`config.mk`:
```
export PLATFORM = sky130hd
export DESIGN_NAME = ast_top
export DESIGN_NICKNAME = d
export VERILOG_FILES = /design/src/design/ast_pkg.sv /design/src/design/ast_top.sv
export SDC_FILE = /design/constraint.sdc
export NUM_CORES = 1
export LEC_CHECK = 0
export BUFFER_PORTS_ARGS = -buffer_cell sky130_fd_sc_hd__buf_2
export CORE_UTILIZATION = 62
export DETAILED_ROUTE_END_ITERATION = 10
export PLACE_DENSITY = 0.86
export SLEW_MARGIN = 30
export SYNTH_ARGS = -nofsm -noshare
export SYNTH_HDL_FRONTEND = slang
export SYNTH_SLANG_ARGS = --single-unit
```
`constraint.sdc`:
```
create_clock -name i_sys_clk -period 5.4 [get_ports i_sys_clk]
set_clock_uncertainty 0.2 [all_clocks]
set_input_delay 0.81 -clock i_sys_clk [delete_from_list [all_inputs] [get_ports i_sys_clk]]
set_output_delay 0.81 -clock i_sys_clk [all_outputs]
set_load 0.05 [all_outputs]
```
`src/design/ast_pkg.sv`:
```
// Purpose: Shared constants and types for the async serial transceiver
// Assumes: AXI4-Lite register access, 32-bit data, one register per word
// Notes: Registers are 8 bits wide in the low byte of each word
`default_nettype none
package ast_pkg;
  localparam int unsigned ADDR_W = 8;
  localparam logic [7:0] OFS_TX_CTRL = 8'h00;
  localparam logic [7:0] OFS_RX_STAT = 8'h04;
  localparam logic [7:0] OFS_BAUD_CTRL = 8'h08;
  localparam logic [7:0] OFS_DIV_LO = 8'h0c;
  localparam logic [7:0] OFS_DIV_HI = 8'h10;
  localparam logic [7:0] OFS_TX_BUF = 8'h14;
  localparam logic [7:0] OFS_RX_BUF = 8'h18;
  localparam logic [7:0] OFS_FLAGS = 8'h1c;
  localparam logic [7:0] OFS_ENABLES = 8'h20;
  // Bit positions
  localparam int unsigned B_TX9 = 6;
  localparam int unsigned B_TRANSMIT_ENABLE = 5;
  localparam int unsigned B_SYNC = 4;
  localparam int unsigned B_HIGH_BAUD_SELECT = 2;
  localparam int unsigned B_SHIFTER_EMPTY = 1;
  localparam int unsigned B_TRANSMIT_NINTH_BIT = 0;
  localparam int unsigned B_SERIAL_PORT_ENABLE = 7;
  localparam int unsigned B_RX9 = 6;
  localparam int unsigned B_CONTINUOUS_RECEIVE_ENABLE = 4;
  localparam int unsigned B_ADDRESS_DETECT_ENABLE = 3;
  localparam int unsigned B_FERR = 2;
  localparam int unsigned B_OERR = 1;
  localparam int unsigned B_RX9D = 0;
  localparam int unsigned B_RECEIVE_POLARITY = 5;
  localparam int unsigned B_TRANSMIT_POLARITY = 4;
  localparam int unsigned B_WIDE_DIVISOR_SELECT = 3;
  localparam int unsigned B_RECEIVE_COMPLETE_FLAG = 5;
  localparam int unsigned B_TRANSMIT_BUFFER_EMPTY_FLAG = 4;
  // Oversampling ratios, as last-phase index
  localparam logic [5:0] OVS16_LAST = 6'h0f;
  localparam logic [5:0] OVS64_LAST = 6'h3f;
  localparam logic [3:0] BITS8_LAST = 4'h7;
  localparam logic [3:0] BITS9_LAST = 4'h8;
  localparam logic [1:0] RESP_OKAY = 2'h0;
  localparam logic [1:0] RESP_SLVERR = 2'h2;
  typedef struct packed {
    logic tx9;
    logic transmit_enable;
    logic sync;
    logic high_baud_select;
    logic transmit_ninth_bit;
    logic serial_port_enable;
    logic rx9;
    logic continuous_receive_enable;
    logic address_detect_enable;
    logic receive_polarity;
    logic transmit_polarity;
    logic wide_divisor_select;
    logic transmit_interrupt_enable;
    logic receive_interrupt_enable;
  } ast_cfg_s;
  typedef enum logic [1:0] {ST_IDLE, ST_START, ST_DATA, ST_STOP} ast_line_e;
endpackage
`default_nettype wire

```
`src/design/ast_top.sv`:
```
// Purpose: Asynchronous serial transmitter and receiver with AXI4-Lite registers
// Assumes: i_rx_line synchronous to i_sys_clk; one instruction cycle is one clock
// Notes: Baud tick period is divisor+1 clocks
// Notes on behaviour
// - Port runs asynchronous NRZ frames only while clocked-mode select is zero.
// - Data words shift out and in least significant bit first.
// - Transmitter and receiver are independent but share format and baud rate.
// - Bit rate divider is 8 or 16 bits, loaded from divisor registers.
// - Baud tick is x16 or x64 the bit rate by select bits.
// - No parity hardware; software carries parity in the ninth bit.
// - Polarity bits invert transmit line and sampled receive line.
// - Shifter loads from buffer right after stop bit, if buffer holds data.
// - Buffer to shifter transfer takes one cycle and sets buffer-empty flag.
// - Buffer-empty flag ignores its enable and cannot be cleared by software.
// - Buffer-empty flag clears by second cycle after a buffer write.
// - Read-only shifter-empty bit, high while shifter empty, no interrupt.
// - Transmit enable sets buffer-empty flag; port active needs enable, async mode.
// - Ninth transmit bit is set before buffer write and sent ninth.
// - Buffer write starts a frame; configuration must come first.
// - Receive line sampled at the x16 or x64 baud tick rate; shifter moves per bit.
// - Completed frame sets receive-complete flag; request only if enabled.
// - Ninth bit and errors in receive status, eight bits in buffer.
// - Clearing continuous-receive enable clears pending receive errors.
// - Address detect enable with nine-bit receive turns on address detection.
// - Without address detect every frame is accepted and requests.
//
// The AXI4-Lite interface to the registers and the placing of the registers were decided locally.
`default_nettype none
module ast_top (
  input wire logic i_sys_clk,
  input wire logic i_rst_n,
  input wire logic i_axi_awvalid,
  output logic o_axi_awready,
  input wire logic [ast_pkg::ADDR_W-1:0] i_axi_awaddr,
  input wire logic i_axi_wvalid,
  output logic o_axi_wready,
  input wire logic [31:0] i_axi_wdata,
  input wire logic [3:0] i_axi_wstrb,
  output logic o_axi_bvalid,
  input wire logic i_axi_bready,
  output logic [1:0] o_axi_bresp,
  input wire logic i_axi_arvalid,
  output logic o_axi_arready,
  input wire logic [ast_pkg::ADDR_W-1:0] i_axi_araddr,
  output logic o_axi_rvalid,
  input wire logic i_axi_rready,
  output logic [31:0] o_axi_rdata,
  output logic [1:0] o_axi_rresp,
  input wire logic i_rx_line,
  output logic o_tx_line,
  output logic o_tx_irq_req,
  output logic o_rx_irq_req
);
  ast_pkg::ast_cfg_s cfg_q;
  logic [7:0] div_lo_q, div_hi_q, txbuf_q, rxbuf_q;
  logic txbuf_full_q, transmit_buffer_empty_flag_q, receive_complete_flag_q, ferr_q, oerr_q, rx9d_q;
  logic aw_hold_q, w_hold_q, wstrb0_q;
  logic [ast_pkg::ADDR_W-1:0] awaddr_q;
  logic [7:0] wdata_q;
  logic wr_go, rd_go, wr_ok, txbuf_wr, rxbuf_rd;
  logic active, tx_load, rx_done, rx_accept;
  logic [15:0] baud_cnt_q, divisor;
  logic tick;
  logic [5:0] ovs_last;
  ast_pkg::ast_line_e tx_st_q, rx_st_q;
  logic [5:0] tx_ph_q, rx_ph_q;
  logic [3:0] tx_bit_q, rx_bit_q;
  logic [8:0] tsr_q, rsr_q;
  logic rx_s;

  function automatic logic is_mapped(input logic [ast_pkg::ADDR_W-1:0] a);
    is_mapped = (a[1:0] == 2'h0) && (a <= ast_pkg::OFS_ENABLES);
  endfunction

  // AXI4-Lite write path: address and data accepted in either order
  assign o_axi_awready = !aw_hold_q;
  assign o_axi_wready = !w_hold_q;
  assign wr_go = aw_hold_q && w_hold_q && !o_axi_bvalid;
  // A write without lane 0 is dropped but still answered OKAY
  assign wr_ok = wr_go && is_mapped(awaddr_q) && wstrb0_q;
  assign txbuf_wr = wr_ok && (awaddr_q == ast_pkg::OFS_TX_BUF);

  always_ff @(posedge i_sys_clk) begin
    if (!i_rst_n) begin
      aw_hold_q <= 1'b0;
      w_hold_q <= 1'b0;
      awaddr_q <= '0;
      wdata_q <= '0;
    end else begin
      if (i_axi_awvalid && o_axi_awready) begin
        aw_hold_q <= 1'b1;
        awaddr_q <= i_axi_awaddr;
      end else if (wr_go) begin
        aw_hold_q <= 1'b0;
      end
      if (i_axi_wvalid && o_axi_wready) begin
        w_hold_q <= 1'b1;
        // Lanes above the low byte hold nothing; a write without lane 0 keeps old value
        wdata_q <= i_axi_wstrb[0] ? i_axi_wdata[7:0] : 8'h00;
      end else if (wr_go) begin
        w_hold_q <= 1'b0;
      end
    end
  end

  always_ff @(posedge i_sys_clk) begin
    if (!i_rst_n) begin
      wstrb0_q <= 1'b0;
    end else if (i_axi_wvalid && o_axi_wready) begin
      wstrb0_q <= i_axi_wstrb[0];
    end
  end

  always_ff @(posedge i_sys_clk) begin
    if (!i_rst_n) begin
      o_axi_bvalid <= 1'b0;
      o_axi_bresp <= ast_pkg::RESP_OKAY;
    end else if (wr_go) begin
      o_axi_bvalid <= 1'b1;
      o_axi_bresp <= is_mapped(awaddr_q) ? ast_pkg::RESP_OKAY : ast_pkg::RESP_SLVERR;
    end else if (i_axi_bready) begin
      o_axi_bvalid <= 1'b0;
    end
  end

  // Register writes
  always_ff @(posedge i_sys_clk) begin
    if (!i_rst_n) begin
      cfg_q <= '0;
      div_lo_q <= 8'h00;
      div_hi_q <= 8'h00;
    end else if (wr_ok && wstrb0_q) begin
      unique case (awaddr_q)
        ast_pkg::OFS_TX_CTRL: begin
          cfg_q.tx9 <= wdata_q[ast_pkg::B_TX9];
          cfg_q.transmit_enable <= wdata_q[ast_pkg::B_TRANSMIT_ENABLE];
          cfg_q.sync <= wdata_q[ast_pkg::B_SYNC];
          cfg_q.high_baud_select <= wdata_q[ast_pkg::B_HIGH_BAUD_SELECT];
          cfg_q.transmit_ninth_bit <= wdata_q[ast_pkg::B_TRANSMIT_NINTH_BIT];
        end
        ast_pkg::OFS_RX_STAT: begin
          cfg_q.serial_port_enable <= wdata_q[ast_pkg::B_SERIAL_PORT_ENABLE];
          cfg_q.rx9 <= wdata_q[ast_pkg::B_RX9];
          cfg_q.continuous_receive_enable <= wdata_q[ast_pkg::B_CONTINUOUS_RECEIVE_ENABLE];
          cfg_q.address_detect_enable <= wdata_q[ast_pkg::B_ADDRESS_DETECT_ENABLE];
        end
        ast_pkg::OFS_BAUD_CTRL: begin
          cfg_q.receive_polarity <= wdata_q[ast_pkg::B_RECEIVE_POLARITY];
          cfg_q.transmit_polarity <= wdata_q[ast_pkg::B_TRANSMIT_POLARITY];
          cfg_q.wide_divisor_select <= wdata_q[ast_pkg::B_WIDE_DIVISOR_SELECT];
        end
        ast_pkg::OFS_DIV_LO: div_lo_q <= wdata_q;
        ast_pkg::OFS_DIV_HI: div_hi_q <= wdata_q;
        ast_pkg::OFS_ENABLES: begin
          cfg_q.transmit_interrupt_enable <= wdata_q[ast_pkg::B_TRANSMIT_BUFFER_EMPTY_FLAG];
          cfg_q.receive_interrupt_enable <= wdata_q[ast_pkg::B_RECEIVE_COMPLETE_FLAG];
        end
        default: ;
      endcase
    end
  end

  // AXI4-Lite read path, one cycle after the address is taken
  assign o_axi_arready = !o_axi_rvalid;
  assign rd_go = i_axi_arvalid && o_axi_arready;
  assign rxbuf_rd = rd_go && (i_axi_araddr == ast_pkg::OFS_RX_BUF);

  always_ff @(posedge i_sys_clk) begin
    if (!i_rst_n) begin
      o_axi_rvalid <= 1'b0;
      o_axi_rdata <= '0;
      o_axi_rresp <= ast_pkg::RESP_OKAY;
    end else if (rd_go) begin
      o_axi_rvalid <= 1'b1;
      o_axi_rresp <= is_mapped(i_axi_araddr) ? ast_pkg::RESP_OKAY : ast_pkg::RESP_SLVERR;
      o_axi_rdata <= '0;
      unique case (i_axi_araddr)
        ast_pkg::OFS_TX_CTRL: o_axi_rdata[7:0] <= {1'b0, cfg_q.tx9, cfg_q.transmit_enable, cfg_q.sync, 1'b0,
          cfg_q.high_baud_select, tx_st_q == ast_pkg::ST_IDLE, cfg_q.transmit_ninth_bit};
        ast_pkg::OFS_RX_STAT: o_axi_rdata[7:0] <= {cfg_q.serial_port_enable, cfg_q.rx9, 1'b0, cfg_q.continuous_receive_enable,
          cfg_q.address_detect_enable, ferr_q, oerr_q, rx9d_q};
        ast_pkg::OFS_BAUD_CTRL: o_axi_rdata[7:0] <= {2'h0, cfg_q.receive_polarity, cfg_q.transmit_polarity, cfg_q.wide_divisor_select, 3'h0};
        ast_pkg::OFS_DIV_LO: o_axi_rdata[7:0] <= div_lo_q;
        ast_pkg::OFS_DIV_HI: o_axi_rdata[7:0] <= div_hi_q;
        ast_pkg::OFS_TX_BUF: o_axi_rdata[7:0] <= txbuf_q;
        ast_pkg::OFS_RX_BUF: o_axi_rdata[7:0] <= rxbuf_q;
        ast_pkg::OFS_FLAGS: o_axi_rdata[7:0] <= {2'h0, receive_complete_flag_q, transmit_buffer_empty_flag_q, 4'h0};
        ast_pkg::OFS_ENABLES: o_axi_rdata[7:0] <= {2'h0, cfg_q.receive_interrupt_enable, cfg_q.transmit_interrupt_enable, 4'h0};
        default: ;
      endcase
    end else if (i_axi_rready) begin
      o_axi_rvalid <= 1'b0;
    end
  end

  // Shared baud generator; no parity logic anywhere
  assign active = cfg_q.serial_port_enable && !cfg_q.sync;
  assign divisor = cfg_q.wide_divisor_select ? {div_hi_q, div_lo_q} : {8'h00, div_lo_q};
  assign ovs_last = (cfg_q.high_baud_select || cfg_q.wide_divisor_select) ? ast_pkg::OVS16_LAST : ast_pkg::OVS64_LAST;
  assign tick = active && (baud_cnt_q == 16'h0000);

  always_ff @(posedge i_sys_clk) begin
    if (!i_rst_n || !active || baud_cnt_q == 16'h0000) begin
      baud_cnt_q <= (!i_rst_n) ? 16'h0000 : divisor;
    end else begin
      baud_cnt_q <= baud_cnt_q - 16'h0001;
    end
  end

  // Transmit buffer and empty flag
  assign tx_load = active && cfg_q.transmit_enable && txbuf_full_q &&
    (tx_st_q == ast_pkg::ST_IDLE ||
     (tx_st_q == ast_pkg::ST_STOP && tick && tx_ph_q == ovs_last));

  always_ff @(posedge i_sys_clk) begin
    if (!i_rst_n) begin
      txbuf_q <= 8'h00;
      txbuf_full_q <= 1'b0;
    end else if (txbuf_wr && wstrb0_q) begin
      txbuf_q <= wdata_q;
      txbuf_full_q <= 1'b1;
    end else if (tx_load || !cfg_q.transmit_enable) begin
      txbuf_full_q <= 1'b0;
    end
  end

  // Flag follows buffer state one cycle late; interrupt enable bit never touches it
  always_ff @(posedge i_sys_clk) begin
    if (!i_rst_n) begin
      transmit_buffer_empty_flag_q <= 1'b0;
    end else begin
      transmit_buffer_empty_flag_q <= cfg_q.transmit_enable && !txbuf_full_q;
    end
  end

  // Transmitter
  always_ff @(posedge i_sys_clk) begin
    if (!i_rst_n || !active || !cfg_q.transmit_enable) begin
      tx_st_q <= ast_pkg::ST_IDLE;
      tx_ph_q <= 6'h00;
      tx_bit_q <= 4'h0;
      tsr_q <= 9'h000;
    end else if (tx_load) begin
      tx_st_q <= ast_pkg::ST_START;
      tx_ph_q <= 6'h00;
      tx_bit_q <= 4'h0;
      tsr_q <= {cfg_q.transmit_ninth_bit, txbuf_q};
    end else if (tick && tx_st_q != ast_pkg::ST_IDLE) begin
      tx_ph_q <= (tx_ph_q == ovs_last) ? 6'h00 : tx_ph_q + 6'h01;
      if (tx_ph_q == ovs_last) begin
        unique case (tx_st_q)
          ast_pkg::ST_START: tx_st_q <= ast_pkg::ST_DATA;
          ast_pkg::ST_DATA: begin
            tsr_q <= {1'b0, tsr_q[8:1]};
            tx_bit_q <= tx_bit_q + 4'h1;
            if (tx_bit_q == (cfg_q.tx9 ? ast_pkg::BITS9_LAST : ast_pkg::BITS8_LAST)) begin
              tx_st_q <= ast_pkg::ST_STOP;
            end
          end
          ast_pkg::ST_STOP: tx_st_q <= ast_pkg::ST_IDLE;
          ast_pkg::ST_IDLE: ;
        endcase
      end
    end
  end

  always_ff @(posedge i_sys_clk) begin
    if (!i_rst_n) begin
      o_tx_line <= 1'b1;
    end else begin
      o_tx_line <= cfg_q.transmit_polarity ^ ((tx_st_q == ast_pkg::ST_START) ? 1'b0 :
        (tx_st_q == ast_pkg::ST_DATA) ? tsr_q[0] : 1'b1);
    end
  end

  // Receiver: start edge found at tick rate, bits sampled at mid-bit
  assign rx_s = i_rx_line ^ cfg_q.receive_polarity;
  assign rx_done = tick && rx_st_q == ast_pkg::ST_STOP && rx_ph_q == ovs_last;
  // Address detection drops frames whose ninth bit is zero
  assign rx_accept = rx_done && !(cfg_q.address_detect_enable && cfg_q.rx9 && !rsr_q[8]);

  always_ff @(posedge i_sys_clk) begin
    if (!i_rst_n || !active || !cfg_q.continuous_receive_enable) begin
      rx_st_q <= ast_pkg::ST_IDLE;
      rx_ph_q <= 6'h00;
      rx_bit_q <= 4'h0;
      rsr_q <= 9'h000;
    end else if (tick) begin
      rx_ph_q <= (rx_ph_q == ovs_last) ? 6'h00 : rx_ph_q + 6'h01;
      unique case (rx_st_q)
        ast_pkg::ST_IDLE: begin
          rx_ph_q <= 6'h00;
          rx_bit_q <= 4'h0;
          if (!rx_s) begin
            rx_st_q <= ast_pkg::ST_START;
          end
        end
        ast_pkg::ST_START: begin
          // Re-check at mid-bit so a glitch does not start a frame
          if (rx_ph_q == {1'b0, ovs_last[5:1]}) begin
            rx_ph_q <= 6'h00;
            rx_st_q <= rx_s ? ast_pkg::ST_IDLE : ast_pkg::ST_DATA;
          end
        end
        ast_pkg::ST_DATA: begin
          if (rx_ph_q == ovs_last) begin
            rx_bit_q <= rx_bit_q + 4'h1;
            if (cfg_q.rx9) begin
              rsr_q <= {rx_s, rsr_q[8:1]};
            end else begin
              rsr_q <= {1'b0, rx_s, rsr_q[7:1]};
            end
            if (rx_bit_q == (cfg_q.rx9 ? ast_pkg::BITS9_LAST : ast_pkg::BITS8_LAST)) begin
              rx_st_q <= ast_pkg::ST_STOP;
            end
          end
        end
        ast_pkg::ST_STOP: begin
          if (rx_ph_q == ovs_last) begin
            rx_st_q <= ast_pkg::ST_IDLE;
          end
        end
      endcase
    end
  end

  // Receive buffer, flag and errors; a new frame wins over a buffer read
  always_ff @(posedge i_sys_clk) begin
    if (!i_rst_n) begin
      rxbuf_q <= 8'h00;
      rx9d_q <= 1'b0;
      receive_complete_flag_q <= 1'b0;
      ferr_q <= 1'b0;
      oerr_q <= 1'b0;
    end else begin
      // A read in the same cycle takes the old byte, so the new frame may land
      if (rx_accept && (!receive_complete_flag_q || rxbuf_rd)) begin
        rxbuf_q <= rsr_q[7:0];
        rx9d_q <= rsr_q[8];
        ferr_q <= !rx_s;
        receive_complete_flag_q <= 1'b1;
      end else if (rxbuf_rd) begin
        receive_complete_flag_q <= 1'b0;
      end
      if (rx_accept && receive_complete_flag_q && !rxbuf_rd) begin
        oerr_q <= 1'b1;
      end
      if (!cfg_q.continuous_receive_enable) begin
        ferr_q <= 1'b0;
        oerr_q <= 1'b0;
      end
    end
  end

  // Requests only; global enables sit in the processor core
  assign o_tx_irq_req = transmit_buffer_empty_flag_q && cfg_q.transmit_interrupt_enable;
  assign o_rx_irq_req = receive_complete_flag_q && cfg_q.receive_interrupt_enable;
endmodule
`default_nettype wire

```
-- Yosys cells after proc, flatten, opt, wreduce, memory -nomap -nowiden
Cells that the tools add are included.
Widths: inputs -> output; s select.
- bits in registers: 144
- input port bits: 60
- add/sub/neg operators: 5
- magnitude comparators: 2
- equality and inequality tests: 32
- muxes and demuxes: 46
- bitwise logic cells: 2
- reductions and logical operators: 90
- operators with widths (cell ; count):
    $pmux 8 s9 ; 1
    $eq 8x5->1 const B ; 6
    $mux 16 ; 3
    $mux 9 ; 5
    $eq 8x4->1 const B ; 4
    $logic_and 1x1->1 ; 32
    $mux 6 ; 4
    $reduce_bool 2->1 ; 11
    $mux 2 ; 9
    $eq 8x3->1 const B ; 2
    $eq 8x6->1 const B ; 2
    $le 8x6->1 const B ; 2
    $logic_not 16->1 ; 1
    $logic_not 8->1 ; 2
    $mux 1 ; 16
    $sub 16x1->16 const B ; 1
    $logic_not 1->1 ; 15
    $reduce_and 2->1 ; 7
    $add 6x1->6 const B ; 2
    $eq 6x6->1 ; 2
    $mux 4 ; 3
    $pmux 6 s2 ; 1
    $reduce_and 3->1 ; 4
    $ne 2x2->1 const B ; 5
    other kinds (19) ; 37

-- Depth between registers and ports, before layout
Gate-level depths: netlist of the first run.
- depth in word-level cells: 10
- depth in mapped cells: 9
- depth with buffers taken out: 8

-- Worst setup path after synthesis of the first run
No wires, ideal clock.
- path kind: input -> register
- start: in i_axi_araddr[3] (netlist name)
- end: reg rx9d_q
- setup time: 0.116 ns
- arrival: 2.124 ns
- required time: 5.084 ns
- slack: 2.960 ns
- cell stages on the path: 8
- cell sequence: clkbuf_1 -> nor2b_1 -> nand3_1 -> o21ai_0 -> nand4_1 -> buf_2 -> mux2i_1 -> nor2b_1
- word-level cells in the longest chain between the ends: 4
- RTL lines (element ; line ; source):
    from (decl) ; ast_top.sv:44 ; input wire logic [ast_pkg::ADDR_W-1:0] i_axi_araddr,
    $eq 8x5->1 ; ast_top.sv:166 ; assign rxbuf_rd = rd_go && (i_axi_araddr == ast_pkg::OFS_RX_BUF);
    $logic_and 1x1->1 ; ast_top.sv:166 ;
    $logic_or 1x1->1 ; ast_top.sv:337 ; if (rx_accept && (!receive_complete_flag_q || rxbuf_rd)) begin
    $logic_and 1x1->1 ; ast_top.sv:337 ;
    to (signal assigned) ; ast_top.sv:339 ; rx9d_q <= rsr_q[8];
    to (decl) ; ast_top.sv:56 ; logic txbuf_full_q, transmit_buffer_empty_flag_q, receive_complete_flag_q, ferr_q, oerr_q, rx9d_q;
Every way passes these cells.
A chain may end at the register's enable or synchronous reset.

-- Final worst setup path of the first run
- start: reg cfg_q[8] (netlist name)
- end: reg rx9d_q
- word-level cells in the longest chain between the ends: 6
- RTL lines (element ; line ; source):
    from (decl) ; ast_top.sv:54 ; ast_pkg::ast_cfg_s cfg_q;
    $logic_and 1x1->1 ; ast_top.sv:197 ; assign active = cfg_q.serial_port_enable && !cfg_q.sync;
    $logic_and 1x1->1 ; ast_top.sv:200 ; assign tick = active && (baud_cnt_q == 16'h0000);
    $logic_and 1x1->1 (2 in a row) ; ast_top.sv:278 ; assign rx_done = tick && rx_st_q == ast_pkg::ST_STOP && rx_ph_q == ovs_last;
    $logic_and 1x1->1 ; ast_top.sv:280 ; assign rx_accept = rx_done && !(cfg_q.address_detect_enable && cfg_q.rx9 && !rsr_q[8]);
    $logic_and 1x1->1 ; ast_top.sv:337 ;
Every way passes these cells.

==> results of run 1 <==
## critical path, stage by stage, from the launching register on
cell	delay, ns
dfxtp_1	0.38
nor2b_1	0.60
nand3_1	0.13
nor3_1	0.52
nand4_1	0.75
mux2i_1	0.37
nor2b_1	0.08
## stage by stage
step / utilization, % / hold WS [ns] / std cells / worst slack (ns)
floorplan: - / 0.222 / 791 / 2.96
global placement: 65.6 / 0.239 / 920 / 2.24
detailed placement: 65.7 / 0.251 / 920 / 2.16
CTS: 71.0 / 0.266 / 952 / 2.40
global route: 71.1 / 0.288 / 952 / 2.16
finish: 71.1 / 0.263 / 952 / 2.26
## layer usage
layer | track usage [%] | part of all wire [%]
met4 | 14.8 | 3.4
met5 | 0 | 0
met1 | 36.5 | 43
met3 | 6.84 | 5.7
met2 | 51.7 | 48
## placed cells by master, fill, tap and decap left out, types with 4 or more instances in the layout
| master | count |
|---|---|
| a211oi_1 | 4 |
| a21boi_0 | 11 |
| a21oi_1 | 28 |
| a22o_1 | 4 |
| a22oi_1 | 7 |
| and2_1 | 4 |
| and3_1 | 6 |
| buf_2 | 50 |
| clkbuf_16 | 16 |
| clkinv_2 | 5 |
| conb_1 | 26 |
| dfxtp_1 | 142 |
| ha_1 | 11 |
| inv_1 | 11 |
| mux2_2 | 4 |
| mux2i_1 | 75 |
| nand2_1 | 69 |
| nand3_1 | 44 |
| nand4_1 | 4 |
| nor2_1 | 41 |
| nor2b_1 | 65 |
| nor3_1 | 14 |
| nor3_2 | 4 |
| nor4_1 | 7 |
| nor4_4 | 4 |
| o21ai_0 | 43 |
| o32a_1 | 4 |
| or3_1 | 9 |
| xnor2_1 | 17 |
| xor2_1 | 13 |
## worst max-delay path by stage
stage / from / end / slack (ns) / cells past startpoint
final: cfg_q[8]$_SDFFE_PN0P_ / rx9d_q$_SDFFE_PN0P_ / 2.26 / 6
after global routing: cfg_q[8]$_SDFFE_PN0P_ / rxbuf_q[3]$_SDFFE_PN0P_ / 2.16 / 6
after floorplan: i_axi_araddr[3] / rx9d_q$_SDFFE_PN0P_ / 2.96 / 8
after global placement: i_axi_araddr[1] / ferr_q$_SDFFE_PN0P_ / 2.24 / 7
after CTS: cfg_q[8]$_SDFFE_PN0P_ / rx9d_q$_SDFFE_PN0P_ / 2.40 / 6
after detailed placement: i_axi_araddr[3] / rxbuf_q[5]$_SDFFE_PN0P_ / 2.16 / 7
## logic make-up after synthesis
group,count (synthesis)
flip-flops,142
adder cells (fa/ha/maj),11
AO/OA/AOI/OAI,131
AND/OR/NAND/NOR,297
multiplexers,79
XOR/XNOR,30
buffers and inverters,75
other,1
## layout make-up
type / count / area share (%)
Inverter: 11 / 0.536
Timing Repair Buffer: 53 / 3.54
Sequential cell: 142 / 36.9
Multi-Input combinational cell: 574 / 49.2
Clock buffer: 18 / 5.42
Clock inverter: 14 / 2.16
Tap cell: 140 / 2.27
## cells in the mapped netlist (all sizes together), types with 2 or more instances
library cell  number  area share (%)
a2111oi            2            0.25
a211oi             4            0.43
a21boi            11             1.2
a21o               3            0.33
a21oi             28             2.0
a221oi             3            0.38
a22o               4            0.51
a22oi              7            0.76
a31oi              2            0.18
and2               4            0.36
and3               6            0.54
and3b              2            0.25
buf               31             3.3
clkbuf            33             1.8
dfxtp            142              41
ha                11             2.0
inv               11            0.60
mux2               4            0.65
mux2i             75              11
nand2             70             3.8
nand2b             3            0.27
nand3             45             3.3
nand3b             3            0.33
nand4              6            0.85
nand4b             3            0.47
nor2              43             2.4
nor2b             65             5.9
nor3              18             1.6
nor3b              3            0.33
nor4              12             2.0
nor4b              2            0.34
o211a              3            0.43
o211ai             2            0.22
o21ai             46             3.3
o21bai             2            0.22
o31ai              3            0.33
o32a               4            0.58
or3                9            0.81
or4                2            0.22
xnor2             17             2.2
xor2              13             1.6
## sequential cells by signal, summed over array words and instances (netlist names), 2 cells and up, named ones only
signal and flops:
rx_bit_q 4, tx_st_q 2, wdata_q 8, rsr_q 9
tsr_q 9, o_axi_rdata 8, baud_cnt_q 16, txbuf_q 8
div_lo_q 8, div_hi_q 8, awaddr_q 8, cfg_q 14
rx_ph_q 6, tx_bit_q 4, rxbuf_q 8, tx_ph_q 6
## where the power goes
group | switching, W | internal, W
Sequential | 0.0000121 | 0.00106
Combinational | 0.0000986 | 0.0000355
Clock | 0.000455 | 0.000705
==> flow_summary.yaml, run 1 <==
die:
  fp.dieArea_um2: 11600
  start_util_pct: 63.8
  core-area_um2: 10800
  rows: 38
  fp.dieH_um: 108
  dieWidth_um: 108
  ios: 104
synth:
  synth_cell_types: 62
  synth_area_um2: 6920
  yosys.area_share.adder_pct: 1.99
  synthSimpleGateAreaFrac_pct: 23.8
  syn_area_per_cell_um2: 9.03
  synthMuxAreaShare_pct: 11.5
  ys_warn_count: 0
  synth-compound-area-share_pct: 12.0
  synth-edff-count: 0
  synth_top_family_by_area: "simple AND/OR/NAND/NOR gates"
  synth-xor-area-share_pct: 3.80
  ys.flop_type: "dfxtp_1"
  synth_seq_area_share_pct: 41.1
  syn_inst: 766
  ys_seq_elements: 142
  async_flop_share_pct: 0
power:
  p_leak_nw: 2.98
  total_power_w: 0.00236
  peakVddDrop_uv: 350
  powerDensity_nw_per_um2: 307
layout:
  register_area_um2: 2840
  syn_to_final_growth_pct: 11.4
  layout.nets: 870
  diodes: 0
  nFillCells: 806
  multiInputGateArea_um2: 3790
  fin_area_um2: 7710
  drive_gt1_share_pct: 13.2
place:
  placedInstanceArea_um2: 7120
  dp_hpwl_um: 12100
  place_congestion: 0.926
  port-buffer-count: 50
critical_path:
  crit_type: "flop to flop"
  worstRegToRegCells: 6
  crit_arrival_ns: 3.36
  r2r-end: "rx9d_q$_SDFFE_PN0P_"
  reg2reg_slack_ns: 2.26
  r2r_start: "cfg_q[8]$_SDFFE_PN0P_"
  start_kind: "flop"
  worstPathRequired_ns: 5.62
  worst_setup_path_end_kind: "flop"
  worstPathMaxFanout: 10
clocking:
  root_buffer: "clkbuf_8"
  cts_max_level: 4
  hold_buffers: 0
  path_clk_slew_ns: 0.06
  numCtsBuffers: 17
  cts_tree: "built"
  cts.sinks: 142
  cts_resized: 0
  insertion_delay_ns: 0.53
  post-cts-setup-buffers: 0
  clockBufferDepth: 2
global_route:
  grt_pass1_vias: 5508
  grt_max_degree: 91
  grt_pass1_wl_um: 26900
  grt_usage_pct: 30.6
  grt_overflow_total: 0
  antenna_found_initial: 0
sta:
  rsz0062_at_grt: "no"
  setup_viol: 0
  finalMaxSlewViolations: 0
  period_needed_ns: 3.14
  finalCritPeriodShare_pct: 58.1
  slew_headroom_pct: 39.1
  timing.fmax_ghz: 0.319
  worstMarginPinSlew_ns: 0.907
  tns_ns: 0
  finalHoldViolations: 0
worst_hold_path:
  min_path_type: "flop to flop"
  hold_end: "rsr_q[0]$_SDFFE_PP0P_"
  holdPathStages: 2
  hp-start: "rsr_q[0]$_SDFFE_PP0P_"
drt:
  num_vias: 5706
  drc: 0
  drt_iter0_drc: 410
  wl_per_cell_um: 17.9
  viasPerCell: 5.99
  wirelength_um: 17000
  ant_nets: 0
  dr.pass1.iters: 5
outcome:
  status: "completed"
run:
  maxCapViolations: 0
No activity file was read; power rests on OpenSTA's default activity.
==> run 2: changes to the inputs <==
--- a/config.mk
+++ b/config.mk
@@ -6,9 +6,9 @@
 export NUM_CORES = 1
 export LEC_CHECK = 0
 export BUFFER_PORTS_ARGS = -buffer_cell sky130_fd_sc_hd__buf_2
-export CORE_UTILIZATION = 62
+export CORE_UTILIZATION = 57
 export DETAILED_ROUTE_END_ITERATION = 10
-export PLACE_DENSITY = 0.86
+export PLACE_DENSITY = 0.8
 export SLEW_MARGIN = 30
 export SYNTH_ARGS = -nofsm -noshare
 export SYNTH_HDL_FRONTEND = slang
==> constraint.sdc (replaced) <==
create_clock -name i_sys_clk -period 3.18 [get_ports i_sys_clk]
set_clock_uncertainty 0.2 [all_clocks]
set_input_delay 0.477 -clock i_sys_clk [delete_from_list [all_inputs] [get_ports i_sys_clk]]
set_output_delay 0.477 -clock i_sys_clk [all_outputs]
set_load 0.05 [all_outputs]
==> run 2 against run 1 <==
  * The flow now finishes with violations (DRC)
  * Global-route usage is 2.6 points lower
  * Final cell count increased by 1.3%
  * Flip-flop and latch count did not move
  * Routed wire length fell by 0.36%
  * Final area up 1.1%
  * Sequential power rose by 70%
  * Clock power rose by 75%
  * Utilization shrank 4.0 points
  * Hold slack got worse by 0.15 ns
  * Clock-buffer cell count up 4
  * Critical path type unchanged
  * Critical endpoint is now rx_ph_q[5]$_SDFFE_PP0N_
  * Largest power group unchanged
==> flow_summary.yaml, run 2 (same netlist as run 1, synthesis figures left out) <==
layout:
  drive_gt1_share_pct: 13.5
  layout.nets: 881
  syn_to_final_growth_pct: 12.6
  largest_reg_flops: 16
  top_regs: "baud_cnt_q x16, cfg_q x14"
  fin_area_um2: 7790
  layout_common_cells: "dfxtp_1, mux2i_1, nand2_1"
  diodes: 0
  max_flop_register: "baud_cnt_q"
  layout_commonest_cell: "dfxtp_1"
die:
  fp.dieArea_um2: 12600
  rows: 39
  fp.dieH_um: 112
  core-area_um2: 11600
  start_util_pct: 59.6
  dieWidth_um: 112
  ios: 104
global_route:
  grt_overflow_total: 0
  antenna_found_initial: 0
  grt_pass1_vias: 5514
  grt_pass1_wl_um: 27300
  grt_usage_pct: 28.0
  grt_max_degree: 45
drt:
  wirelength_um: 16900
  dr.pass1.iters: 8
  num_vias: 5699
  ant_nets: 0
  drc: 8
  viasPerCell: 5.91
  wl_per_cell_um: 17.6
  drt_iter0_drc: 568
critical_path:
  cp_num_buf_inv: 2
  max_stage_delay_ns: 0.50
  cp_slowest_cell: "nor4b_1"
  worstPathRequired_ns: 3.34
  worstPathMaxFanout: 8
  crit_type: "flop to flop"
  start_kind: "flop"
  reg2reg_slack_ns: 0.50
  crit_family: "simple AND/OR/NAND/NOR gates"
  worst_setup_path_end_kind: "flop"
  crit_path_cell_trace: "inv_1, ha_1, nor4b_1, nand4_4, buf_4, nor2_1, nand4_1, or3_1, a21oi_1"
  crit_arrival_ns: 2.84
power:
  peakVddDrop_uv: 332
  p_leak_nw: 3.04
  powerDensity_nw_per_um2: 524
place:
  placedInstanceArea_um2: 7200
  dp_hpwl_um: 12500
  place_congestion: 0.937
  port-buffer-count: 50
sta:
  worstMarginPinSlew_ns: 0.921
  period_needed_ns: 2.68
  timing.fmax_ghz: 0.373
  finalCritPeriodShare_pct: 84.4
  rsz0062_at_grt: "no"
  finalMaxSlewViolations: 0
  slew_headroom_pct: 38.5
  setup_viol: 0
  finalHoldViolations: 0
  tns_ns: 0
clocking:
  cts.sinks: 142
  post-cts-setup-buffers: 0
  cts_resized: 0
  insertion_delay_ns: 0.43
  root_buffer: "clkbuf_16"
  path_clk_slew_ns: 0.05
  clockBufferDepth: 2
  cts_max_level: 4
  numCtsBuffers: 17
  hold_buffers: 0
  cts_tree: "built"
run:
  maxCapViolations: 0
worst_hold_path:
  min_path_type: "input pin to flop"
outcome:
  status: "complete, but fails checks"
  violations: "DRC"
## run 2: cell count changes in the layout (fill, tap and decap cells not counted), sizes merged
cell	delta
clkinvlp	-1
inv	-3
bufinv	+1
clkinv	-3
buf	+11
clkbuf	+4
## run 2: power by group
group | total (W) | internal (W) | switching [W]
clock network | 0.00203 | 0.00132 | 0.000717
registers | 0.00182 | 0.00180 | 0.0000212
logic | 0.000230 | 0.0000615 | 0.000168
## run 2: stage by stage
step	util (%)	power, W	hold WS, ns	setup slack (ns)	std cells
finish	67.1	0.00408	0.110	0.498	964
global route	67.1	0.00419	0.117	0.307	964
CTS	67.1	0.00409	0.111	0.495	964
detailed placement	62.0	0.00208	0.248	0.507	934
global placement	62.0	0.00207	0.239	0.605	934
floorplan	-	0.00205	0.222	0.867	791
## run 2: layer usage
| metal | global-route usage [%] | vias to the layer above | wire length (um) |
|---|---|---|---|
| met2 | 47.5 | 221 | 8150 |
| met4 | 11.8 | 0 | 414 |
| li1 | - | 2729 | - |
| met3 | 6.16 | 31 | 1150 |
| met5 | 0 | - | 0 |
| met1 | 34.3 | 2718 | 7210 |
## run 2: cell type report
| cell class | instances | area, um2 |
|---|---|---|
| clock buffers | 22 | 454 |
| clock inverters | 8 | 140 |
| fillers | 926 | 3820 |
| inverters | 11 | 41.3 |
| multi-input cells | 574 | 3780 |
| flip-flops and latches | 142 | 2840 |
| well taps | 143 | 179 |
| repair buffers | 64 | 355 |
## run 2: worst paths after layout
check / from / endpoint / cells past startpoint
setup / recovery: baud_cnt_q[0]$_DFF_P_ / rx_ph_q[5]$_SDFFE_PP0N_ / 9
setup reg to reg: baud_cnt_q[0]$_DFF_P_ / rx_ph_q[5]$_SDFFE_PP0N_ / 9
hold reg to reg: o_axi_rdata[7]$_SDFFE_PN0P_ / o_axi_rdata[7]$_SDFFE_PN0P_ / 2
hold / removal: i_axi_arvalid / o_axi_rvalid$_SDFFE_PN0P_ / 2
==> run 3: changes to the inputs <==
--- a/config.mk
+++ b/config.mk
@@ -5,10 +5,11 @@
 export SDC_FILE = /design/constraint.sdc
 export NUM_CORES = 1
 export LEC_CHECK = 0
+export ABC_AREA = 1
 export BUFFER_PORTS_ARGS = -buffer_cell sky130_fd_sc_hd__buf_2
-export CORE_UTILIZATION = 57
+export CORE_UTILIZATION = 52
 export DETAILED_ROUTE_END_ITERATION = 10
-export PLACE_DENSITY = 0.8
+export PLACE_DENSITY = 0.77
 export SLEW_MARGIN = 30
 export SYNTH_ARGS = -nofsm -noshare
 export SYNTH_HDL_FRONTEND = slang
==> constraint.sdc (replaced) <==
create_clock -name i_sys_clk -period 2.3 [get_ports i_sys_clk]
set_clock_uncertainty 0.2 [all_clocks]
set_input_delay 0.345 -clock i_sys_clk [delete_from_list [all_inputs] [get_ports i_sys_clk]]
set_output_delay 0.345 -clock i_sys_clk [all_outputs]
set_load 0.05 [all_outputs]
==> run 3 against run 2 <==
  * The flow now finishes without violations
  * Sequential power up 38%
  * Fmax rose by 24%
  * Largest cell class unchanged
  * First-iteration DRC count down 3.5%
  * Highest routed layer unchanged
  * Total power increased by 43%
  * Worst setup slack got worse by 0.36 ns
  * Hold slack worse by 0.11 ns
  * Routed wire length grew 5.0%
  * Via count rose by 18%
  * Non-clock buffer count up 37
==> flow_summary.yaml, run 3 <==
place:
  dp_hpwl_um: 12700
  place_congestion: 0.908
  dp_slack_ns: 0.155
  port-buffer-count: 50
sta:
  period_needed_ns: 2.16
  finalHoldViolations: 0
  tns_ns: 0
  finalMaxSlewViolations: 0
  setup_viol: 0
  slew_headroom_pct: 58.5
  worstMarginPinSlew_ns: 0.618
  timing.fmax_ghz: 0.463
  finalCritPeriodShare_pct: 94.0
  rsz0062_at_grt: "no"
  fin_ws_ns: 0.139
power:
  powerDensity_nw_per_um2: 694
  peakVddDrop_uv: 634
  p_leak_nw: 3.76
critical_path:
  worstRegToRegCells: 10
  reg2reg_slack_ns: 0.14
  worstPathRequired_ns: 2.40
  worst_setup_path_end_kind: "flop"
  crit_type: "flop to flop"
  r2r_start: "awaddr_q[0]$_SDFFE_PN0P_"
  start_kind: "flop"
  crit_arrival_ns: 2.26
  r2r-end: "txbuf_q[6]$_SDFFE_PN0P_"
  crit_path_cell_trace: "inv_1, nand2_1, nor3_2, nand2_1, nand2_1, nand4_1, nor2_4, inv_2, nor2_1, nor2_1"
  max_stage_delay_ns: 0.30
  cp_num_buf_inv: 2
  crit_family: "simple AND/OR/NAND/NOR gates"
  worstPathMaxFanout: 9
  cpMostUsedCell: "nand2_1"
  cp_slowest_cell: "dfxtp_1"
synth:
  ys_warn_count: 0
  synth_cell_types: 50
  syn_inst: 1014
  synth-edff-count: 0
  yosys.area.top_type_share_pct: 40.1
  ys_top_cells_by_count: "nand2_1, nor2_1, dfxtp_1"
  syn_area_per_cell_um2: 6.99
  synth_seq_area_share_pct: 40.1
  synth.most_common_cell: "nand2_1"
  async_flop_share_pct: 0
  yosysTopAreaCell: "dfxtp_1"
  ys_seq_elements: 142
  ys.flop_type: "dfxtp_1"
  synth_area_leaders: "dfxtp_1, nand2_1, nor2_1"
  synth_area_um2: 7080
layout:
  layout_commonest_cell: "nand2_1"
  drive_gt1_share_pct: 14.9
  layout.nets: 1178
  max_flop_register: "baud_cnt_q"
  diodes: 0
  layout_common_cells: "nand2_1, nor2_1, dfxtp_1"
  syn_to_final_growth_pct: 19.1
  nFillCells: 1165
  largest_reg_flops: 16
  utilization_pct: 63.7
  top_regs: "baud_cnt_q x16, cfg_q x14"
drt:
  wl_per_cell_um: 13.7
  drt_iter0_drc: 548
  wirelength_um: 17800
  ant_nets: 0
  drc: 0
  viasPerCell: 5.19
  dr.pass1.iters: 5
  num_vias: 6721
die:
  fp.dieH_um: 119
  fp.dieArea_um2: 14100
  core-area_um2: 13200
  rows: 42
  start_util_pct: 53.5
  ios: 104
  dieWidth_um: 119
outcome:
  status: "completed"
global_route:
  grt_max_degree: 31
  grt_usage_pct: 26.3
  grt_pass1_vias: 6116
  grt_pass1_wl_um: 29400
  antenna_found_initial: 0
  grt_overflow_total: 0
clocking:
  cts.sinks: 142
  cts_max_level: 4
  root_buffer: "clkbuf_16"
  numCtsBuffers: 17
  path_clk_slew_ns: 0.06
  clockBufferDepth: 2
  insertion_delay_ns: 0.43
  cts_tree: "built"
worst_hold_path:
  hp-start: "i_axi_awaddr[1]"
  hold_end: "awaddr_q[1]$_SDFFE_PN0P_"
  min_path_type: "input pin to flop"
  holdPathStages: 3
run:
  maxCapViolations: 0
==> run 3: cell count changes after synthesis, moves of 20 or more <==
cell      before  now
mux2i_1       75    0
o21ai_0       43   97
nand3_1       45   66
nor2_1        41  171
clkbuf_1      33   13
nor2b_1       65    0
nand2_1       69  177
inv_1         11  107
a21oi_1       28   74
==> run 3: area by class of cell <==
class	instances	area, um2	area share [%]
clock buffer	21	470	5.58
clock inverter	11	180	2.14
multi-input combinational	732	3620	42.9
inverter	113	429	5.09
sequential	142	2840	33.7
tap	176	220	2.61
timing repair buffer	101	676	8.01
==> run 3: worst reg2reg max path, cell delays in order, from the launching register on <==
cell and delay (ns):
dfxtp_1 0.30, inv_1 0.07, nand2_1 0.15, nor3_2 0.21
nand2_1 0.08, nand2_1 0.16, nand4_1 0.21, nor2_4 0.28
inv_2 0.15, nor2_1 0.16, nor2_1 0.08
==> run 3: how the worst max path moves through the flow <==
stage / from / to / cells after the start
2_1_floorplan: o_axi_rvalid$_SDFFE_PN0P_ / rx9d_q$_SDFFE_PN0P_ / 7
3_3_place_gp: baud_cnt_q[0]$_DFF_P_ / baud_cnt_q[9]$_DFF_P_ / 11
3_5_place_dp: baud_cnt_q[0]$_DFF_P_ / baud_cnt_q[9]$_DFF_P_ / 11
4_1_cts: awaddr_q[0]$_SDFFE_PN0P_ / txbuf_q[6]$_SDFFE_PN0P_ / 10
5_1_grt: baud_cnt_q[0]$_DFF_P_ / rsr_q[8]$_SDFFE_PP0P_ / 12
6_report: awaddr_q[0]$_SDFFE_PN0P_ / txbuf_q[6]$_SDFFE_PN0P_ / 10
==> run 3: power by group <==
group | internal [W] | leakage (nW) | switching (W) | total [W]
sequential | 0.00249 | 1.15 | 0.0000257 | 0.00251
clock | 0.00191 | 0.314 | 0.00109 | 0.00300
combinational | 0.0000877 | 2.30 | 0.000255 | 0.000342
==> run 3: cells by family (layout without fill, tap and decap cells) <==
logic type	Yosys count	in the layout	share of synthesized area, %
xor+xnor	14	14	1.73
compound gates	192	192	14.4
other cells	1	26	0.0529
flops	142	142	40.1
fa+ha+maj	11	11	1.94
buf+inv	165	246	10.7
simple gates	489	489	31.1
==> run 3: through the flow <==
stage	instance area, um2	hold slack (ns)	power, W	std cells
2_1_floorplan	7180	0.222	0.00283	1039
3_3_place_gp	7490	0.238	0.00288	1236
3_5_place_dp	7490	0.248	0.00288	1236
4_1_cts	8310	0.00195	0.00587	1285
6_report	8440	0.00459	0.00585	1296
5_1_grt	8440	0.00575	0.00603	1296
==> run 3: per-layer routing <==
layer,track usage [%],share of wire [%]
met1,33.9,45
met2,42.3,46
met3,5.69,6.3
met4,11.2,3.1
met5,0,0
==> run 3: repair_timing <==
action,in CTS,in global routing
hold buffers,17,0
buffers inserted,0,11
setup endpoints to repair,0,36
resized for setup,0,10
hold endpoints to repair,17,0
